`config.mk`:
```
export PLATFORM = sky130hd
export DESIGN_NAME = mdmac_unit
export DESIGN_NICKNAME = d
export VERILOG_FILES = /design/src/pkg/mdmac_pkg.sv /design/src/pkg/mdmac_div_if.sv /design/src/verilog/mdmac_divider.sv /design/src/verilog/mdmac_unit.sv
export SDC_FILE = /design/constraint.sdc
export NUM_CORES = 2
export LEC_CHECK = 0
export ABC_AREA = 1
export ABC_CLOCK_PERIOD_IN_PS = 12900
export BUFFER_PORTS_ARGS = -buffer_cell sky130_fd_sc_hd__buf_2
export CORE_ASPECT_RATIO = 1.4
export CORE_UTILIZATION = 40
export DETAILED_ROUTE_END_ITERATION = 12
export PLACE_DENSITY_LB_ADDON = 0.08
export SLEW_MARGIN = 20
export SYNTH_ARGS = -nofsm -noshare
export SYNTH_HDL_FRONTEND = slang
export SYNTH_HIERARCHICAL = 1
export SYNTH_SLANG_ARGS = --single-unit
```
`constraint.sdc`:
```
create_clock -name REF_CLK_I -period 12.9 [get_ports REF_CLK_I]
set_input_delay 1.935 -clock REF_CLK_I [delete_from_list [all_inputs] [get_ports REF_CLK_I]]
set_output_delay 1.935 -clock REF_CLK_I [all_outputs]
set_load 0.05 [all_outputs]
```
`src/pkg/mdmac_pkg.sv`:
```
// Constants, field layout and types of the multiply/divide/accumulate unit
//
// Function
// - Unsigned accumulate sets overflow on carry out
// - Signed accumulate overflows when like signs flip
// - Sign flag mirrors bit 31, zero unsigned
// - Overflow and sign flags ignore control register writes
// - Start bit accepted only in division mode
// - Start bit reads one, cleared at end
// - Writing zero to busy start bit ignored
// - Multiply starts once both A halves written
// - Product lands in operand B next clock
// - Accumulate triggered by write of A high
// - Product after one clock, accumulator after two
// - Accumulate overflow sets flag and raises request
// - Signed: negative C high write sets sign
// - Division completes sixteen clocks after start
// - Division end requests only with accumulate-select zero
// - Quotient to operand A, remainder to accumulator
// - Mode bits decode multiply, accumulate, divide
// - Accumulator plus A low times A high
// - Control register clears to zero on reset
package mdmac_pkg;

    // ----------------------------------------
    // Register byte offsets
    // ----------------------------------------
    localparam logic [7:0] OFF_CTRL   = 8'h00;
    localparam logic [7:0] OFF_A_HIGH = 8'h04;
    localparam logic [7:0] OFF_A_LOW  = 8'h08;
    localparam logic [7:0] OFF_B_HIGH = 8'h0C;
    localparam logic [7:0] OFF_B_LOW  = 8'h10;
    localparam logic [7:0] OFF_C_HIGH = 8'h14;
    localparam logic [7:0] OFF_C_LOW  = 8'h18;

    // ----------------------------------------
    // Control register fields and reset values
    // ----------------------------------------
    localparam int CTRL_DIVIDE_SELECT     = 7;
    localparam int CTRL_ACCUMULATE_SELECT = 6;
    localparam int CTRL_SIGNED_SELECT     = 3;
    localparam int CTRL_OVERFLOW_FLAG     = 2;
    localparam int CTRL_SIGN_FLAG         = 1;
    localparam int CTRL_DIVIDE_START      = 0;
    localparam logic [7:0]  CTRL_RESET = 8'h00;
    localparam logic [15:0] DATA_RESET = 16'h0000;
    localparam logic [31:0] READ_NONE  = 32'h0000_0000;

    // ----------------------------------------
    // Timing
    // ----------------------------------------
    localparam int MUL_CLOCKS     = 1;
    localparam int DIV_CLOCKS     = 16;
    localparam int DIV_STEPS      = 32 / DIV_CLOCKS;
    localparam logic [3:0] DIV_LAST = 4'(DIV_CLOCKS - 1);

    // Operation sequence, Gray coded along idle -> product -> accumulate
    typedef enum logic [1:0] {
        SEQ_IDLE  = 2'b00,
        SEQ_PROD  = 2'b01,
        SEQ_ACCUM = 2'b11
    } mdmac_seq_t;

endpackage

```
`src/pkg/mdmac_div_if.sv`:
```
// Connection between the register block and the iterative divider
`timescale 1ns/1ps
interface mdmac_div_if;
    logic        start;
    logic [31:0] dividend;
    logic [31:0] divisor;
    logic        done;
    logic [31:0] quotient;
    logic [31:0] remainder;

    modport ctl  (output start, output dividend, output divisor,
                  input done, input quotient, input remainder);
    modport unit (input start, input dividend, input divisor,
                  output done, output quotient, output remainder);
endinterface

```
`src/verilog/mdmac_divider.sv`:
```
// Unsigned 32/32 radix-2 divider, two quotient bits per clock
`timescale 1ns/1ps
module mdmac_divider (
    input  wire logic     clk_i,
    input  wire logic     rst_i,
    input  wire logic     ce_i,
    mdmac_div_if.unit     div_io
);

    // ----------------------------------------
    // State
    // ----------------------------------------
    typedef struct packed {
        logic        busy;
        logic        done;
        logic [3:0]  cnt;
        logic [31:0] quo;
        logic [31:0] rem;
        logic [31:0] dsr;
    } mdmac_div_state_t;

    mdmac_div_state_t r;
    mdmac_div_state_t next_r;

    // ----------------------------------------
    // Iteration
    // ----------------------------------------
    always_comb begin
        logic [32:0] trial;
        logic [31:0] quo;
        logic [31:0] rem;
        logic [31:0] dsr;
        logic        go;
        trial  = 33'h0_0000_0000;
        next_r = r;
        next_r.done = 1'b0;
        quo = r.quo;
        rem = r.rem;
        dsr = r.dsr;
        go  = 1'b0;
        // First bits are resolved on the start edge itself so the 16th clock finishes
        if (div_io.start) begin
            quo = div_io.dividend;
            rem = 32'h0000_0000;
            dsr = div_io.divisor;
            next_r.cnt  = 4'h1;
            next_r.busy = 1'b1;
            go = 1'b1;
        end else if (r.busy) begin
            go = 1'b1;
            next_r.cnt = r.cnt + 4'h1;
            if (r.cnt == mdmac_pkg::DIV_LAST) begin
                next_r.busy = 1'b0;
                next_r.done = 1'b1;
            end
        end
        if (go) begin
            for (int i = 0; i < mdmac_pkg::DIV_STEPS; i++) begin
                trial = {rem, quo[31]};
                quo   = {quo[30:0], 1'b0};
                // Zero divisor is undefined; it simply yields all-ones quotient
                if (trial >= {1'b0, dsr}) begin
                    trial  = trial - {1'b0, dsr};
                    quo[0] = 1'b1;
                end
                rem = trial[31:0];
            end
        end
        next_r.quo = quo;
        next_r.rem = rem;
        next_r.dsr = dsr;
    end

    always_ff @(posedge clk_i or posedge rst_i) begin
        if (rst_i) begin
            r <= '0;
        end else if (ce_i) begin
            r <= next_r;
        end
    end

    assign div_io.done      = r.done;
    assign div_io.quotient  = r.quo;
    assign div_io.remainder = r.rem;

endmodule

```
`src/verilog/mdmac_unit.sv`:
```
// Memory-mapped multiply, multiply-accumulate and divide unit on classic Wishbone
`timescale 1ns/1ps
module mdmac_unit (
    input  wire logic        REF_CLK_I,
    input  wire logic        RST_I,
    input  wire logic        CE_I,
    input  wire logic        CYC_I,
    input  wire logic        STB_I,
    input  wire logic        WE_I,
    input  wire logic [7:0]  ADR_I,
    input  wire logic [3:0]  SEL_I,
    input  wire logic [31:0] DAT_I,
    output wire logic [31:0] DAT_O,
    output wire logic        ACK_O,
    output wire logic        ARITH_DONE_IRQ_O
);

    // ----------------------------------------
    // State
    // ----------------------------------------
    typedef struct packed {
        logic                   ack;
        logic [31:0]            rdata;
        logic                   irq;
        logic                   divide_select;
        logic                   accumulate_select;
        logic                   signed_select;
        logic                   overflow_flag;
        logic                   sign_flag;
        logic                   divide_start;
        logic [15:0]            a_high;
        logic [15:0]            a_low;
        logic [15:0]            b_high;
        logic [15:0]            b_low;
        logic [15:0]            c_high;
        logic [15:0]            c_low;
        logic                   high_seen;
        logic                   low_seen;
        mdmac_pkg::mdmac_seq_t  seq;
    } mdmac_state_t;

    mdmac_state_t r;
    mdmac_state_t next_r;

    mdmac_div_if div_link ();

    // ----------------------------------------
    // Arithmetic
    // ----------------------------------------
    logic               mode_mul;
    logic               mode_mac;
    logic               mode_smac;
    logic signed [31:0] prod_signed;
    logic [31:0]        prod_unsigned;
    logic [31:0]        product;
    logic [31:0]        accum;
    logic [31:0]        addend;
    logic [32:0]        sum;
    logic               ovf_unsigned;
    logic               ovf_signed;
    logic [7:0]         ctrl_read;

    // Prohibited codes behave as the nearest legal mode: divide bit dominates
    assign mode_mul  = ~r.divide_select & ~r.accumulate_select;
    assign mode_mac  = ~r.divide_select & r.accumulate_select;
    assign mode_smac = mode_mac & r.signed_select;

    assign prod_signed   = $signed(r.a_low) * $signed(r.a_high);
    assign prod_unsigned = {16'h0000, r.a_low} * {16'h0000, r.a_high};
    assign product       = r.signed_select ? prod_signed : prod_unsigned;

    // Accumulate adds the product already latched into operand B
    assign accum  = {r.c_high, r.c_low};
    assign addend = {r.b_high, r.b_low};
    assign sum    = {1'b0, accum} + {1'b0, addend};

    assign ovf_unsigned = sum[32];
    assign ovf_signed   = (accum[31] == addend[31]) & (sum[31] != accum[31]);

    // Sign flag is masked outside signed accumulate so it never shows stale state
    assign ctrl_read = {r.divide_select, r.accumulate_select, 2'b00, r.signed_select,
                        r.overflow_flag, r.sign_flag & mode_smac, r.divide_start};

    // ----------------------------------------
    // Bus decode
    // ----------------------------------------
    logic bus_req;
    logic bus_wr;
    logic wr_ctrl;
    logic wr_a_high;
    logic wr_a_low;
    logic wr_b_high;
    logic wr_b_low;
    logic wr_c_high;
    logic wr_c_low;
    logic div_go;

    assign bus_req   = CYC_I & STB_I;
    assign bus_wr    = bus_req & r.ack & WE_I;
    assign wr_ctrl   = bus_wr & SEL_I[0] & (ADR_I == mdmac_pkg::OFF_CTRL);
    assign wr_a_high = bus_wr & (|SEL_I[1:0]) & (ADR_I == mdmac_pkg::OFF_A_HIGH);
    assign wr_a_low  = bus_wr & (|SEL_I[1:0]) & (ADR_I == mdmac_pkg::OFF_A_LOW);
    assign wr_b_high = bus_wr & (|SEL_I[1:0]) & (ADR_I == mdmac_pkg::OFF_B_HIGH);
    assign wr_b_low  = bus_wr & (|SEL_I[1:0]) & (ADR_I == mdmac_pkg::OFF_B_LOW);
    assign wr_c_high = bus_wr & (|SEL_I[1:0]) & (ADR_I == mdmac_pkg::OFF_C_HIGH);
    assign wr_c_low  = bus_wr & (|SEL_I[1:0]) & (ADR_I == mdmac_pkg::OFF_C_LOW);

    // A one starts only with division mode written and no division running
    assign div_go = wr_ctrl & DAT_I[mdmac_pkg::CTRL_DIVIDE_START]
                  & DAT_I[mdmac_pkg::CTRL_DIVIDE_SELECT] & ~r.divide_start;

    function automatic logic [15:0] merge16(input logic [15:0] old,
                                            input logic [31:0] dat,
                                            input logic [3:0]  sel);
        merge16 = {sel[1] ? dat[15:8] : old[15:8], sel[0] ? dat[7:0] : old[7:0]};
    endfunction

    function automatic logic [31:0] read_mux(input mdmac_state_t s,
                                             input logic [7:0]   adr,
                                             input logic [7:0]   ctrl);
        unique case (adr)
            mdmac_pkg::OFF_CTRL:   read_mux = {24'h00_0000, ctrl};
            mdmac_pkg::OFF_A_HIGH: read_mux = {16'h0000, s.a_high};
            mdmac_pkg::OFF_A_LOW:  read_mux = {16'h0000, s.a_low};
            mdmac_pkg::OFF_B_HIGH: read_mux = {16'h0000, s.b_high};
            mdmac_pkg::OFF_B_LOW:  read_mux = {16'h0000, s.b_low};
            mdmac_pkg::OFF_C_HIGH: read_mux = {16'h0000, s.c_high};
            mdmac_pkg::OFF_C_LOW:  read_mux = {16'h0000, s.c_low};
            default:               read_mux = mdmac_pkg::READ_NONE;
        endcase
    endfunction

    // ----------------------------------------
    // Divider
    // ----------------------------------------
    assign div_link.start    = div_go;
    assign div_link.dividend = {r.a_high, r.a_low};
    assign div_link.divisor  = {r.b_high, r.b_low};

    mdmac_divider u_divider (
        .clk_i  (REF_CLK_I),
        .rst_i  (RST_I),
        .ce_i   (CE_I),
        .div_io (div_link)
    );

    // ----------------------------------------
    // Next state
    // ----------------------------------------
    always_comb begin
        next_r = r;
        next_r.irq = 1'b0;

        // Single-cycle classic slave: ack one clock after request, writes on the ack edge
        // Read data reloads on reads only, so it holds from one read to the next
        next_r.ack = bus_req & ~r.ack;
        if (bus_req & ~r.ack & ~WE_I) begin
            next_r.rdata = read_mux(r, ADR_I, ctrl_read);
        end

        // Control register; flag positions are never taken from the bus
        if (wr_ctrl) begin
            // Mode is frozen while dividing so a stray write cannot corrupt the result
            if (!r.divide_start) begin
                next_r.divide_select     = DAT_I[mdmac_pkg::CTRL_DIVIDE_SELECT];
                next_r.accumulate_select = DAT_I[mdmac_pkg::CTRL_ACCUMULATE_SELECT];
                next_r.signed_select     = DAT_I[mdmac_pkg::CTRL_SIGNED_SELECT];
            end
            // After a control write, multiply mode needs both A halves again before it multiplies; accumulate needs only A high
            next_r.high_seen = 1'b0;
            next_r.low_seen  = 1'b0;
        end
        if (div_go) begin
            next_r.divide_start = 1'b1;
        end
        // A zero written while busy leaves divide_start untouched

        // Operand and data registers
        if (wr_a_low) begin
            next_r.a_low = merge16(r.a_low, DAT_I, SEL_I);
            next_r.low_seen = 1'b1;
            if (mode_mul && r.high_seen) begin
                next_r.high_seen = 1'b0;
                next_r.seq = mdmac_pkg::SEQ_PROD;
            end
        end
        if (wr_a_high) begin
            next_r.a_high = merge16(r.a_high, DAT_I, SEL_I);
            if (mode_mul) begin
                // Multiplicand stays valid, so a lone multiplier write repeats the multiply
                if (r.low_seen || wr_a_low) begin
                    next_r.high_seen = 1'b0;
                    next_r.seq = mdmac_pkg::SEQ_PROD;
                end else begin
                    next_r.high_seen = 1'b1;
                end
            end
            if (mode_mac) begin
                next_r.seq = mdmac_pkg::SEQ_PROD;
            end
        end
        if (wr_b_high) begin
            next_r.b_high = merge16(r.b_high, DAT_I, SEL_I);
        end
        if (wr_b_low) begin
            next_r.b_low = merge16(r.b_low, DAT_I, SEL_I);
        end
        if (wr_c_high) begin
            next_r.c_high = merge16(r.c_high, DAT_I, SEL_I);
            if (mode_smac && SEL_I[1]) begin
                next_r.sign_flag = DAT_I[15];
            end
        end
        if (wr_c_low) begin
            next_r.c_low = merge16(r.c_low, DAT_I, SEL_I);
        end

        // Multiply and accumulate sequence; results override same-cycle bus writes
        unique case (r.seq)
            mdmac_pkg::SEQ_IDLE: begin
            end
            mdmac_pkg::SEQ_PROD: begin
                next_r.b_high = product[31:16];
                next_r.b_low  = product[15:0];
                next_r.seq = mode_mac ? mdmac_pkg::SEQ_ACCUM : mdmac_pkg::SEQ_IDLE;
                // An A high trigger arriving during this cycle restarts the sequence; an A low trigger is lost
                if (wr_a_high && (mode_mac || r.low_seen)) begin
                    next_r.seq = mdmac_pkg::SEQ_PROD;
                end
            end
            mdmac_pkg::SEQ_ACCUM: begin
                next_r.c_high = sum[31:16];
                next_r.c_low  = sum[15:0];
                next_r.overflow_flag = r.signed_select ? ovf_signed : ovf_unsigned;
                next_r.irq = r.signed_select ? ovf_signed : ovf_unsigned;
                next_r.sign_flag = r.signed_select & sum[31];
                if (!wr_a_high) begin
                    next_r.seq = mdmac_pkg::SEQ_IDLE;
                end else begin
                    next_r.seq = mdmac_pkg::SEQ_PROD;
                end
            end
        endcase

        // Division end: results land and the start bit drops
        if (div_link.done) begin
            next_r.a_high = div_link.quotient[31:16];
            next_r.a_low  = div_link.quotient[15:0];
            next_r.c_high = div_link.remainder[31:16];
            next_r.c_low  = div_link.remainder[15:0];
            next_r.divide_start = 1'b0;
            next_r.irq = ~r.accumulate_select;
        end
    end

    // ----------------------------------------
    // Registers
    // ----------------------------------------
    // Reset clears control to zero: unsigned multiply, flags and start clear
    always_ff @(posedge REF_CLK_I or posedge RST_I) begin
        if (RST_I) begin
            r <= '0;
        end else if (CE_I) begin
            r <= next_r;
        end
    end

    // ----------------------------------------
    // Outputs
    // ----------------------------------------
    assign ACK_O            = r.ack;
    assign DAT_O            = r.rdata;
    assign ARITH_DONE_IRQ_O = r.irq;

endmodule

```
==> qor.txt <==
Via Count: 32885
Most common cell on crit path: nand2_1
CTS tree: built
Critical path buffers and inverters: 6
Req. time, crit path: 13.38 ns
routability cong.: 0.998
Worst Min Path Start: DAT_O[2]
synthesized area per cell: 6.80 um2
grt total ovfl: 0
total CTS buffers: 28
Root Buffer: clkbuf_16
ys flop type: dfrtp_1
asr flop ratio synth: 1.00
Reg clk slew, reported paths: 0.06 ns
antenna violations before repair: 1
M1 wire length: 52800 um
crit path DAT: 10.19 ns
critical path launch point type: input pin
DP HPWL: 113000 um
Setup crit end kind: flip-flop
Post CTS Setup Buffer Count: 0
first-pass GRT wire length: 206000 um
Longest Clk Path Bufs: 3
CTS sink cnt: 226
Via density: 5.19
setup TNS: 0 ns
HP Class: flip-flop to flip-flop
Core ar.: 88400 um2
WL per Instance: 21.5 um
Die W: 255 um
top routing layer in use: met4
total track usage: 0.306
Critical Path Fanout Max: 50
yosys warns: 6
Max-cap violations: 0
Period Utilization, post-route: 0.753
Crit-path slowest cell: nor2_4
Top delay family on crit path: simple AND/OR/NAND/NOR gates
hold endpoint: DAT_O[2]
r2r endpoint: u_divider/div_io.quotient[0]
Area Growth Syn to Fin: 4.67%
metal3 WL: 5830 um
#FFs+latches synth: 226
final instance area: 37400 um2
diode count: 0
placed cell areas: 36400 um2
Slew Limit Fails: 0
initial DRC count: 2499
worst clock skew: 0.0750 ns
final hold violations: 0
Nets: 5807
synthesized instance count: 5253
Post-CTS Resized: 0
register-to-register setup slack: 4.63 ns
slowest cell delay on critical path: 0.62 ns
status: finished clean
first-pass iteration count of the detailed router: 6
Crit Path Class: input pin to flip-flop
WL met2: 70400 um
number of global-route vias before repair: 33703
slew margin rel.: 0.219
Die Ht: 356 um
minimum clock period: 9.71 ns
htree depth: 1
Site Rows: 129
Synth cell types: 65
Crit path depth: 34
Die Area: 90500 um2
Clk Latency, worst-skew pair: 0.62 ns
share of cells above drive strength 1: 0.0457
synthesized area: 35700 um2
WL final: 136000 um
CTS Hold Buffers Added: 0
Layout fillers: 9664
Port Buffer Count: 49
RSZ-0062 raised after global routing: no
multi-input logic area: 24500 um2
Reg2Reg Depth: 30
Top Ports: 84
Hold Crit Depth: 2
Seq. cell area: 5660 um2
number of synthesized flops with an enable pin: 0
Tightest Pin Transition: 1.17 ns
largest net degree at the start of global routing: 72
# DRC: 0
Max Freq: 103 MHz
setup violators final: 0
reg-to-reg startpoint: ACK_O
remaining antenna violation count: 0
sequential share of the synthesized area: 0.158
Initial Util: 0.404
## final cells by class
| class | count | area share |
|---|---|---|
| clock inverters | 16 | 0.00556 |
| repair buffers | 99 | 0.0166 |
| well taps | 1179 | 0.0395 |
| flip-flops and latches | 226 | 0.151 |
| inverters | 1109 | 0.112 |
| clock buffers | 36 | 0.0198 |
| multi-input cells | 3675 | 0.656 |
## worst register-to-register path, delay by kind of cell (launching register included)
kind	cells	cell delay, ns
AOI/OAI and AO/OA	6	1.80
DFF	1	0.37
adders and majority gates	2	0.75
and+or+nand+nor	19	4.44
buffers and inverters	3	0.79
## sequential cells by signal (all words and copies together) (netlist names)
name,flops
u_divider/div_io.remainder,32
div_link.dividend,32
u_divider/div_io.quotient,32
u_divider/div_io.done,1
DAT_O,16
ACK_O,1
u_divider/r,37
accum,32
r,5
ARITH_DONE_IRQ_O,1
ctrl_read,5
addend,32
## cell usage after synthesis, drive strengths merged, types with 5 or more instances
| master | count | share of area |
|---|---|---|
| a21o | 11 | 0.0023 |
| a21oi | 242 | 0.036 |
| a22o | 13 | 0.0032 |
| a22oi | 9 | 0.0019 |
| a31oi | 45 | 0.0079 |
| buf | 158 | 0.030 |
| clkbuf | 100 | 0.011 |
| dfrtp | 226 | 0.16 |
| fa | 369 | 0.21 |
| ha | 249 | 0.087 |
| inv | 1105 | 0.12 |
| nand2 | 1466 | 0.16 |
| nand3 | 316 | 0.045 |
| nand3b | 13 | 0.0027 |
| nand4 | 50 | 0.0092 |
| nor2 | 386 | 0.043 |
| nor3 | 50 | 0.0080 |
| o211ai | 20 | 0.0042 |
| o21a | 8 | 0.0017 |
| o21ai | 285 | 0.040 |
| o21bai | 27 | 0.0057 |
| o22ai | 7 | 0.0012 |
| or2 | 5 | 0.00088 |
| xnor2 | 27 | 0.0066 |
| xor2 | 27 | 0.0066 |
## cell families after synthesis
group                    share of synthesized area
multiplexers                              0.000385
AND/OR/NAND/NOR                              0.267
AO/OA/AOI/OAI                                0.109
XOR/XNOR                                    0.0132
flip-flops                                   0.158
other                                     0.000105
adder cells (fa/ha/maj)                      0.294
buffers and inverters                        0.158
## through the flow
step | hold slack (ns) | instances | utilization | setup WS, ns
after detailed placement | 0.463 | 6288 | 0.412 | 2.56
final | 0.479 | 6340 | 0.423 | 3.19
after global placement | 0.463 | 6288 | 0.412 | 2.61
after floorplan | 0.448 | 5268 | - | 5.89
after global routing | 0.511 | 6340 | 0.423 | 2.50
after CTS | 0.481 | 6340 | 0.423 | 3.20
## cells in the final DEF (no fill, tap or decap), types with 25 or more instances in the layout
| master | instances |
|---|---|
| buf_4 | 50 |
| o21ai_0 | 256 |
| clkbuf_16 | 28 |
| a31oi_1 | 45 |
| nand3_1 | 312 |
| xnor2_1 | 27 |
| nor3_1 | 44 |
| xor2_1 | 27 |
| nand4_1 | 49 |
| nand2_1 | 1446 |
| ha_1 | 249 |
| nor2_1 | 369 |
| fa_1 | 369 |
| inv_1 | 1081 |
| o21bai_1 | 27 |
| dfrtp_1 | 225 |
| a21oi_1 | 234 |
| buf_2 | 49 |
| o21ai_1 | 25 |
## worst max path at each step
stage	endpoint	slack [ns]	start
final	u_divider/div_io.quotient[0]	3.19	ADR_I[5]
after global routing	u_divider/div_io.remainder[18]	2.50	ADR_I[5]
after CTS	u_divider/div_io.remainder[16]	3.20	ADR_I[5]
after detailed placement	u_divider/div_io.quotient[0]	2.56	ADR_I[5]
after global placement	u_divider/div_io.quotient[0]	2.61	ADR_I[5]
after floorplan	u_divider/div_io.remainder[10]	5.89	ADR_I[5]
## per-layer routing
layer  track usage  vias up
li1              -    15826
met1         0.356    15919
met2         0.563      877
met3        0.0256      263
met4         0.140        0
met5             0        -
Power is left out: the tool's default activity adds up to more than one toggle a clock period on the data nets, which glitch-free logic cannot reach.
